## src/rtl/lrmsm_regs.svh

```systemverilog
// constants for the raw mii indicator output mux
`ifndef LRMSM_REGS_SVH
`define LRMSM_REGS_SVH

`define LRMSM_FUN_W 2
`define LRMSM_FUN_RAW 2'h3
`define LRMSM_PIN_N 6
`define LRMSM_PIN_P0_TXEN 5
`define LRMSM_PIN_P2_TXEN 4
`define LRMSM_PIN_P2_RXDV 3
`define LRMSM_PIN_P0_RXDV 2
`define LRMSM_PIN_P1_TXEN 1
`define LRMSM_PIN_P1_RXDV 0
`define LRMSM_PINS_RST 6'h00

`endif

```

## src/rtl/lrmsm_pkg.sv

```systemverilog
// types for the raw mii indicator output mux
package lrmsm_pkg;
   typedef struct packed {
      logic tx_en;
      logic rx_dv;
   } lrmsm_mii_t;

   typedef struct packed {
      logic [5:0] level;
      logic [5:0] drive_en;
      logic [5:0] inbuf_en;
      logic [5:0] pullup_en;
   } lrmsm_pins_t;
endpackage

```

## src/rtl/lrmsm_mux.sv

```systemverilog
// raw mii signal mux onto the six shared indicator pins
`include "lrmsm_regs.svh"
module lrmsm_mux
#(
   parameter int PIN_N = `LRMSM_PIN_N,
   parameter int FUN_W = `LRMSM_FUN_W
)
(
   input wire logic clk_sys,
   input wire logic rst_n,
   input wire logic clk_en,
   input wire logic [1:0] led_fun,
   input wire lrmsm_pkg::lrmsm_mii_t port0_mii,
   input wire lrmsm_pkg::lrmsm_mii_t port1_mii,
   input wire lrmsm_pkg::lrmsm_mii_t port2_mii,
   output lrmsm_pkg::lrmsm_pins_t pins
);
   import lrmsm_pkg::*;

   localparam logic [5:0] PINS_RST = `LRMSM_PINS_RST;
   localparam logic [5:0] MAP_ALL = 6'h3F;

   // pin positions of the raw-mode sources
   localparam int unsigned PIN_P0_TX = `LRMSM_PIN_P0_TXEN;
   localparam int unsigned PIN_P2_TX = `LRMSM_PIN_P2_TXEN;
   localparam int unsigned PIN_P2_RX = `LRMSM_PIN_P2_RXDV;
   localparam int unsigned PIN_P0_RX = `LRMSM_PIN_P0_RXDV;
   localparam int unsigned PIN_P1_TX = `LRMSM_PIN_P1_TXEN;
   localparam int unsigned PIN_P1_RX = `LRMSM_PIN_P1_RXDV;

   // ports and pin map are built for six pins and a two-bit field
   generate
      if (PIN_N != 6)
      begin : g_bad_pin_n
         $error("lrmsm_mux: PIN_N must be 6");
      end
      if (FUN_W != 2)
      begin : g_bad_fun_w
         $error("lrmsm_mux: FUN_W must be 2");
      end
      if (((6'h01 << PIN_P0_TX) | (6'h01 << PIN_P2_TX)
         | (6'h01 << PIN_P2_RX) | (6'h01 << PIN_P0_RX)
         | (6'h01 << PIN_P1_TX) | (6'h01 << PIN_P1_RX))
         != MAP_ALL)
      begin : g_bad_map
         $error("lrmsm_mux: pin map must cover every pin once");
      end
   endgenerate

   // true for the raw-signal function code
   function automatic logic fun_is_raw
   (
      input logic [1:0] fun
   );
      fun_is_raw = (fun == `LRMSM_FUN_RAW);
   endfunction

   // source signal behind one pin in raw mode
   function automatic logic pin_source
   (
      input int unsigned pin,
      input logic p0_tx,
      input logic p0_rx,
      input logic p1_tx,
      input logic p1_rx,
      input logic p2_tx,
      input logic p2_rx
   );
      logic bit_v;
      bit_v = 1'b0;
      case (pin)
         PIN_P0_TX: bit_v = p0_tx;
         PIN_P2_TX: bit_v = p2_tx;
         PIN_P2_RX: bit_v = p2_rx;
         PIN_P0_RX: bit_v = p0_rx;
         PIN_P1_TX: bit_v = p1_tx;
         PIN_P1_RX: bit_v = p1_rx;
         default: bit_v = 1'b0;
      endcase
      pin_source = bit_v;
   endfunction

   wire p0_tx;
   wire p0_rx;
   wire p1_tx;
   wire p1_rx;
   wire p2_tx;
   wire p2_rx;
   wire raw_mode;
   wire raw_drive;
   wire [5:0] src;
   wire [5:0] level_next;
   wire [5:0] drive_next;
   wire [5:0] inbuf_next;
   wire [5:0] pullup_next;
   wire [5:0] level_q;
   wire [5:0] drive_q;
   wire [5:0] inbuf_q;
   wire [5:0] pullup_q;
   lrmsm_pins_t pins_q;

   // no link input reaches the mux
   assign p0_tx = port0_mii.tx_en;
   assign p0_rx = port0_mii.rx_dv;
   assign p1_tx = port1_mii.tx_en;
   assign p1_rx = port1_mii.rx_dv;
   assign p2_tx = port2_mii.tx_en;
   assign p2_rx = port2_mii.rx_dv;

   assign raw_mode = fun_is_raw(led_fun);
   assign raw_drive = fun_is_raw(led_fun);

   // level path, one flop per pin
   generate
      for (genvar lvl_i = 0; lvl_i < PIN_N; lvl_i++)
      begin : g_level
         logic level_reg;

         assign src[lvl_i] = pin_source(lvl_i, p0_tx, p0_rx,
            p1_tx, p1_rx, p2_tx, p2_rx);
         // straps never reach here, the source goes out as is
         assign level_next[lvl_i] = raw_mode ? src[lvl_i]
            : PINS_RST[lvl_i];

         always_ff @(posedge clk_sys or negedge rst_n)
         begin
            if (!rst_n)
            begin
               level_reg <= PINS_RST[lvl_i];
            end
            else if (clk_en)
            begin
               level_reg <= level_next[lvl_i];
            end
         end

         assign level_q[lvl_i] = level_reg;
      end
   endgenerate

   // push-pull drive, released outside raw mode
   generate
      for (genvar drv_i = 0; drv_i < PIN_N; drv_i++)
      begin : g_drive
         logic drive_reg;

         assign drive_next[drv_i] = raw_drive;

         always_ff @(posedge clk_sys or negedge rst_n)
         begin
            if (!rst_n)
            begin
               drive_reg <= 1'b0;
            end
            else if (clk_en)
            begin
               drive_reg <= drive_next[drv_i];
            end
         end

         assign drive_q[drv_i] = drive_reg;
      end
   endgenerate

   // input buffers stay off in every mode
   generate
      for (genvar buf_i = 0; buf_i < PIN_N; buf_i++)
      begin : g_inbuf
         logic inbuf_reg;

         assign inbuf_next[buf_i] = 1'b0;

         always_ff @(posedge clk_sys or negedge rst_n)
         begin
            if (!rst_n)
            begin
               inbuf_reg <= 1'b0;
            end
            else if (clk_en)
            begin
               inbuf_reg <= inbuf_next[buf_i];
            end
         end

         assign inbuf_q[buf_i] = inbuf_reg;
      end
   endgenerate

   // pull-ups stay off in every mode
   generate
      for (genvar pu_i = 0; pu_i < PIN_N; pu_i++)
      begin : g_pullup
         logic pullup_reg;

         assign pullup_next[pu_i] = 1'b0;

         always_ff @(posedge clk_sys or negedge rst_n)
         begin
            if (!rst_n)
            begin
               pullup_reg <= 1'b0;
            end
            else if (clk_en)
            begin
               pullup_reg <= pullup_next[pu_i];
            end
         end

         assign pullup_q[pu_i] = pullup_reg;
      end
   endgenerate

   // outputs come straight from the pin flops
   assign pins_q.level = level_q;
   assign pins_q.drive_en = drive_q;
   assign pins_q.inbuf_en = inbuf_q;
   assign pins_q.pullup_en = pullup_q;

   assign pins = pins_q;
endmodule

```

## config.mk

```make
export PLATFORM = sky130hd
export DESIGN_NAME = lrmsm_mux
export DESIGN_NICKNAME = d
export VERILOG_FILES = /design/src/rtl/lrmsm_pkg.sv /design/src/rtl/lrmsm_mux.sv
export VERILOG_INCLUDE_DIRS = /design/src /design/src/rtl
export SDC_FILE = /design/constraint.sdc
export NUM_CORES = 1
export LEC_CHECK = 0
export BUFFER_PORTS_ARGS = -buffer_cell sky130_fd_sc_hd__buf_2
export CELL_PAD_IN_SITES_DETAIL_PLACEMENT = 1
export CELL_PAD_IN_SITES_GLOBAL_PLACEMENT = 2
export CORE_MARGIN = 2
export CORE_UTILIZATION = 17
export DETAILED_ROUTE_END_ITERATION = 6
export HOLD_SLACK_MARGIN = 0.12
export PLACE_DENSITY = 0.75
export SLEW_MARGIN = 20
export SYNTH_ARGS = -nofsm -noshare
export SYNTH_HDL_FRONTEND = slang
export SYNTH_SLANG_ARGS = --single-unit
export TNS_END_PERCENT = 5
```

## constraint.sdc

```tcl
create_clock -name clk_sys -period 0.8 [get_ports clk_sys]
set_input_delay 0.04 -clock clk_sys [delete_from_list [all_inputs] [get_ports clk_sys]]
set_output_delay 0.04 -clock clk_sys [all_outputs]
set_load 0.005 [all_outputs]
```

Word-level counts from Yosys, hierarchy flattened
Index checks and enable logic that the tools add are counted.
{ "op_classes": {"eq_ne": 1, "mux": 6} }
{ "ops": {"columns": ["operator", "count"], "rows": [
  ["$mux W1", 6],
  ["$eq A2 B2 Y1 const B", 1]
]} }
{ "totals": {"regBits": 7, "input_bits": 11, "output_inout_bits": 24, "elab_cells": 14} }

Logic depth before layout (Yosys ltp)
Gate-level depths: netlist of run 1.
{ "logic_depth": {"depth_word": 2, "mapped_depth": 3, "ltp_nobuf": 2} }

Worst setup path after synthesis of run 1
No wires, ideal clock.
{ "synth_timing": {"kind": "register to register", "start": "reg, netlist name g_drive[0].drive_reg", "end": "reg g_drive[0].drive_reg", "setup_ns": 0.126, "arrival_time_ns": 0.517, "required_time_ns": 0.674, "setup_slack_ns": 0.157, "path_stages_with_launch": 3, "n_path_buf": 0, "period_less_slack_ns": 0.643, "path_cell_list": "dfrtp_1 > inv_1 > o21ai_0"} }
{ "synth_rtl": {"columns": ["element", "line_no", "source"], "rows": [
  ["end signal: assignment", "lrmsm_mux.sv:157", "drive_reg <= drive_next[drv_i];"],
  ["end: declaration", "lrmsm_mux.sv:145", "logic drive_reg;"]
]} }

==> metrics.md, run 1 <==
| Metric | Value |
|---|---|
| Final hold violations | `0` |
| Largest net degree at the start of global routing | `15` |
| Worst EP arrival | `between 0.8 and 0.9 ns` |
| Avg Inst Size Synth | `~8.6 µm²` |
| Slowest cell on the critical path | `dfrtp_1` |
| Met1 WL | `roughly 400 µm` |
| Setup CP Type | `reg2out` |
| Lkg Pwr | `between 0.3 and 0.4 nW` |
| Post-DR vias/cell | `3.39` |
| Status | `finished with violations` |
| Final core utilization | `21.8%` |
| #FFs+latches synth | `7` |
| Worst endpoint required time | `0.76 ns` |
| First-pass DRT Iterations | `2` |
| MaxCap Viol Count | `0` |
| Top delay family on crit path | `flip-flops` |
| Routability cong. | `0.685` |
| Die Wd | `56.6 µm` |
| Mapped Cells | `between 50 and 60` |
| Rows | `19` |
| Post-route setup slack | `-0.0467 ns` |
| Share of layout cells above drive strength 1 | `32.9%` |
| Met2 wire len | `487 µm` |
| TritonCTS Sinks | `7` |
| Routed vias | `363` |
| DR top layer | `met4` |
| Root buf cell | `clkbuf_4` |
| Vias in the first global route | `362` |
| Synthesis Warnings | `0` |
| Pre-CTS WS | `between 0.1 and 0.15 ns` |
| Nets | `88` |
| GRT Total Usage | `6.97%` |
| Routed wire per std cell | `9.39 µm` |
| DR WL met3 | `between 90 and 100 µm` |
| Core box area | `0.00269 mm²` |
| Post-route minimum period | `0.847 ns` |
| Grt ovf | `0` |
| Yosys top cell area share | `38.3%` |
| IO Pins | `35` |
| Buf/Inv on CP | `1` |
| DRC errors left | `0` |
| Global-route wire length before repair | `1600 µm` |
| Mapped Area | `470 µm²` |
| Slew Limit Fails | `0` |
| Unrepaired setup endpoints after global routing | `true` |
| CP Launch Type | `flip-flop` |
| Largest area contributor in the netlist | `buf_4` |
| Fmax | `1.18 GHz` |
| ANT cells | `0` |
| Failing checks | `negative setup slack` |
| DR iter-0 viols | `3` |
| Final setup fails | `6` |
| Worst path cell trace | `buf_2` |
| Largest stage delay, worst path | `just over 0.4 ns` |
| Port Buffers | `22` |
| Clock slew at reported path FFs | `0.05 ns` |
| Max reg flops | `6` |
| H-tree depth | `1` |
| Ranking of synthesized cells by area | `buf_4, dfrtp_1, o22ai_1` |
| CTS tree | `built` |
| Latest clock arrival within the worst-skew pair | `0.25 ns` |
| Synthesis-to-layout area growth | `24.5%` |
| Max FO, Critical Path | `7` |
| Post CTS Setup Buffer Count | `0` |
| Antenna viol nets, final | `0` |
| Die Y | `56.6 µm` |
| Worst Clk Skew | `0 ns` |
| Starting Density | `~18%` |
| Clock Path Buffers | `2` |
| HP Class | `in2async` |
| Cell area power density | `1500 mW/mm²` |
| Die area | `0.00320 mm²` |
| Register area share after synthesis | `37.2%` |
| Setup crit end kind | `output pin` |
| Synth unique cells | `9` |
| Period utilization | `106%` |
| HPWL Detailed | `slightly below 800 µm` |
| Final wirelength | `1010 µm` |
| Peak supply drop | `0.491 mV` |
| Num CTS Buffers | `3` |
| Initial antenna violation count | `0` |
-- power by group --
part | switching [mW] | leakage, nW | internal (mW) | total [mW]
clock network | 0.128 | 0.0150 | 0.190 | 0.318
logic | 0.0823 | 0.212 | 0.0882 | 0.171
registers | 0.0136 | 0.0939 | 0.376 | 0.389
-- path summary, 6_finish.rpt --
kind | slack (ns) | start | cells after the start | to
worst max-delay path | -0.05 | g_drive[0].drive_reg | 1 | pins[13]
worst min-delay path | 0.15 | rst_n | 2 | g_level[2].level_reg
worst max register to register | 0.13 | g_drive[0].drive_reg | 2 | g_drive[0].drive_reg
worst min register to register | 0.52 | g_level[3].level_reg | 2 | g_level[3].level_reg
max in group asynchronous | 0.49 | rst_n | 2 | g_level[3].level_reg
min in group clk_sys | 0.17 | clk_en | 3 | g_level[0].level_reg
-- what timing repair did --
action                                  in CTS  in global routing
hold endpoints to repair                    14                  0
resized for setup                            0                  0
hold buffers                                 9                  0
endpoints found under the setup margin      10                 12
-- cells in the mapped netlist (all sizes together) --
| cell | instances |
|---|---|
| dfrtp | 7 |
| nand2 | 7 |
| o21ai | 1 |
| conb | 1 |
| nand3 | 1 |
| o22ai | 6 |
| buf | 25 |
| inv | 7 |
-- routing by layer --
layer / global-route usage (%) / vias up
met5: 0 / -
met4: 7.14 / 0
met3: 2.76 / 2
met2: 9.97 / 23
met1: 7.48 / 158
li1: - / 180
-- cell type report --
| type | count | area [µm²] |
|---|---|---|
| Fill cell | 335 | 2100 |
| Timing Repair Buffer | 31 | 200 |
| Clock buffer | 4 | 26.3 |
| Inverter | 7 | 26.3 |
| Multi-Input combinational cell | 27 | 119 |
| Sequential cell | 7 | 175 |
| Tap cell | 31 | 38.8 |
-- per-stage QoR --
step / std cells / total power, mW / area [µm²] / TNS [ns] / hold slack, ns
5_1_grt: 107 / 0.947 / 586 / -0.772 / 0.152
3_3_place_gp: 94 / 0.529 / 469 / 0 / -0.118
3_5_place_dp: 94 / 0.536 / 469 / 0 / -0.113
2_1_floorplan: 66 / 0.552 / 512 / 0 / -0.256
4_1_cts: 107 / 0.896 / 586 / -0.429 / 0.149
6_report: 107 / 0.878 / 586 / -0.269 / 0.148
-- placed cells by master (no fill, tap or decap), drive strengths merged --
| master | instances |
|---|---|
| dfrtp | 7 |
| buf | 22 |
| conb | 12 |
| nand2 | 7 |
| nand3 | 1 |
| dlygate4sd3 | 9 |
| inv | 7 |
| clkbuf | 4 |
| o21ai | 1 |
| o22ai | 6 |
-- logic make-up after synthesis --
group	share of synthesized area [%]
flip-flops	37.2
other	0.797
AND/OR/NAND/NOR	6.65
AO/OA/AOI/OAI	9.04
buffers and inverters	46.3
Note: power is estimated with default switching activity, not from simulation.
==> inputs of run 2 (changes only) <==
CELL_PAD_IN_SITES_DETAIL_PLACEMENT = unset   (was 1)
CELL_PAD_IN_SITES_GLOBAL_PLACEMENT = unset   (was 2)
CORE_UTILIZATION = 34   (was 17)
PLACE_DENSITY = 0.76   (was 0.75)
==> metrics.md, run 2 (synthesis results as in run 1) <==
| Metric | Value |
|---|---|
| Status | `finished with violations (unchanged)` |
| Failing checks | `negative setup slack (unchanged)` |
| GRT Total Usage | `8.50% (was 6.97%)` |
| Antenna viol nets, final | `0 (unchanged)` |
| Peak supply drop | `0.493 mV (was 0.491 mV)` |
| MaxCap Viol Count | `0 (unchanged)` |
| Die Wd | `41.2 µm (was 56.6 µm)` |
| Period utilization | `106% (about the same)` |
| DRC errors left | `0 (unchanged)` |
| Root buf cell | `clkbuf_4 (unchanged)` |
| Met2 wire len | `395 µm (was 487 µm)` |
| WP depth | `1 (unchanged)` |
| HP Class | `in2async (unchanged)` |
| DR iter-0 viols | `1 (was 3)` |
| Post-route setup slack | `-0.0465 ns (was -0.0467 ns)` |
| Port Buffers | `22 (unchanged)` |
| DR top layer | `met4 (unchanged)` |
| Max reg flops | `6 (unchanged)` |
| Routed wire per std cell | `8.25 µm (was 9.39 µm)` |
| Buf/Inv on CP | `1 (unchanged)` |
| Worst Clk Skew | `0 ns (unchanged)` |
| Lkg Pwr | `0.320 nW (was 0.321 nW)` |
| Die area | `0.00170 mm² (was 0.00320 mm²)` |
| Placed Area | `449 µm² (was 469 µm²)` |
| Slew Limit Fails | `0 (unchanged)` |
| Fill count | `145 (was 335)` |
| TritonCTS Sinks | `7 (unchanged)` |
| Finished Cell Area | `567 µm² (was 586 µm²)` |
| Clock Path Buffers | `2 (unchanged)` |
| Post-route minimum period | `0.847 ns (about the same)` |
| Unrepaired setup endpoints after global routing | `true (unchanged)` |
| IO Pins | `35 (unchanged)` |
| Worst path cell trace | `buf_2 (unchanged)` |
| Worst endpoint required time | `0.76 ns (about the same)` |
| Nets | `88 (unchanged)` |
| ANT cells | `0 (unchanged)` |
| HPWL Detailed | `537 µm (was 785 µm)` |
| Met1 WL | `299 µm (was 401 µm)` |
| Slowest cell on the critical path | `dfrtp_2 (was dfrtp_1)` |
| Grt ovf | `0 (unchanged)` |
| Post-DR vias/cell | `3.88 (was 3.39)` |
| Largest net degree at the start of global routing | `15 (unchanged)` |
| Core box area | `0.00130 mm² (was 0.00269 mm²)` |
| CP Launch Type | `flip-flop (unchanged)` |
| Global-route wire length before repair | `862 µm (was 1600 µm)` |
| Latest clock arrival within the worst-skew pair | `0.24 ns (was 0.25 ns)` |
| Routability cong. | `0.641 (was 0.685)` |
| Cell area power density | `1520 mW/mm² (was 1500 mW/mm²)` |
| Routed vias | `353 (was 363)` |
| Vias in the first global route | `214 (was 362)` |
| Post CTS Setup Buffer Count | `0 (unchanged)` |
| Reg2Reg Depth | `2 (unchanged)` |
| H-tree depth | `1 (unchanged)` |
| Rows | `13 (was 19)` |
| Share of layout cells above drive strength 1 | `34.2% (was 32.9%)` |
| Die Y | `41.2 µm (was 56.6 µm)` |
| First-pass DRT Iterations | `2 (unchanged)` |
| Top delay family on crit path | `flip-flops (unchanged)` |
| DR WL met3 | `44 µm (was 94 µm)` |
| Initial antenna violation count | `0 (unchanged)` |
| Starting Density | `36.2% (was 17.5%)` |
| Setup CP Type | `reg2out (unchanged)` |
| Worst EP arrival | `0.81 ns (about the same)` |
| CTS tree | `built (unchanged)` |
| Setup crit end kind | `output pin (unchanged)` |
| Synthesis-to-layout area growth | `20.5% (was 24.5%)` |
| Overall Power | `0.864 mW (was 0.878 mW)` |
| Final setup fails | `6 (unchanged)` |
| Most common cell after layout, fill and taps aside | `buf_2 (unchanged)` |
| Final wirelength | `751 µm (was 1010 µm)` |
| Fmax | `1.18 GHz (about the same)` |
| Largest stage delay, worst path | `0.43 ns (was 0.41 ns)` |
| Final hold violations | `0 (unchanged)` |
| Max FO, Critical Path | `7 (unchanged)` |
| Most frequent cells in the layout | `buf_2, conb_1, dlygate4sd3_1 (unchanged)` |
| Final core utilization | `43.6% (was 21.8%)` |
| Num CTS Buffers | `3 (unchanged)` |
| Clock slew at reported path FFs | `0.05 ns (about the same)` |
-- run 2: worst paths after layout --
check / to / slack, ns / startpoint
setup reg to reg: g_drive[0].drive_reg / 0.12 / g_drive[0].drive_reg
min in group clk_sys: g_level[3].level_reg / 0.16 / clk_en
hold reg to reg: g_level[5].level_reg / 0.52 / g_level[5].level_reg
setup / recovery: pins[13] / -0.05 / g_drive[0].drive_reg
max in group asynchronous: g_drive[0].drive_reg / 0.47 / rst_n
hold / removal: g_level[0].level_reg / 0.16 / rst_n
-- run 2: metal layers --
metal | GRT usage, % | up-vias
met1 | 7.52 | 161
met4 | 9.68 | 0
met2 | 14.8 | 14
met3 | 1.63 | 2
li1 | - | 176
met5 | 0 | -
-- run 2: what timing repair did --
action / 4_1_cts / 5_1_grt
resized for setup: 0 / 1
endpoints found under the hold margin: 14 / 0
pin swaps: 0 / 0
hold buffers: 9 / 0
endpoints found under the setup margin: 6 / 10
-- run 2: stage by stage --
stage	cells	setup TNS, ns	hold WS [ns]	setup slack [ns]
2_1_floorplan	66	0	-0.256	0.157
3_3_place_gp	78	0	-0.121	0.156
3_5_place_dp	78	0	-0.121	0.118
4_1_cts	91	-0.366	0.151	-0.0636
5_1_grt	91	-0.518	0.168	-0.0828
6_report	91	-0.266	0.158	-0.0465
-- run 2: cell type report --
type | count | area [µm²] | share of cell area (%)
clock buffer | 4 | 26.3 | 4.64
inverter | 7 | 26.3 | 4.64
multi-input combinational | 27 | 119 | 21.0
tap | 15 | 18.8 | 3.31
timing repair buffer | 31 | 200 | 35.3
sequential | 7 | 176 | 31.1
-- run 2: report_power, final --
part | leakage [nW] | internal (mW) | total [mW] | switching (mW)
Combinational | 0.212 | 0.0883 | 0.165 | 0.0772
Sequential | 0.0925 | 0.377 | 0.389 | 0.0127
Clock | 0.0150 | 0.190 | 0.309 | 0.120
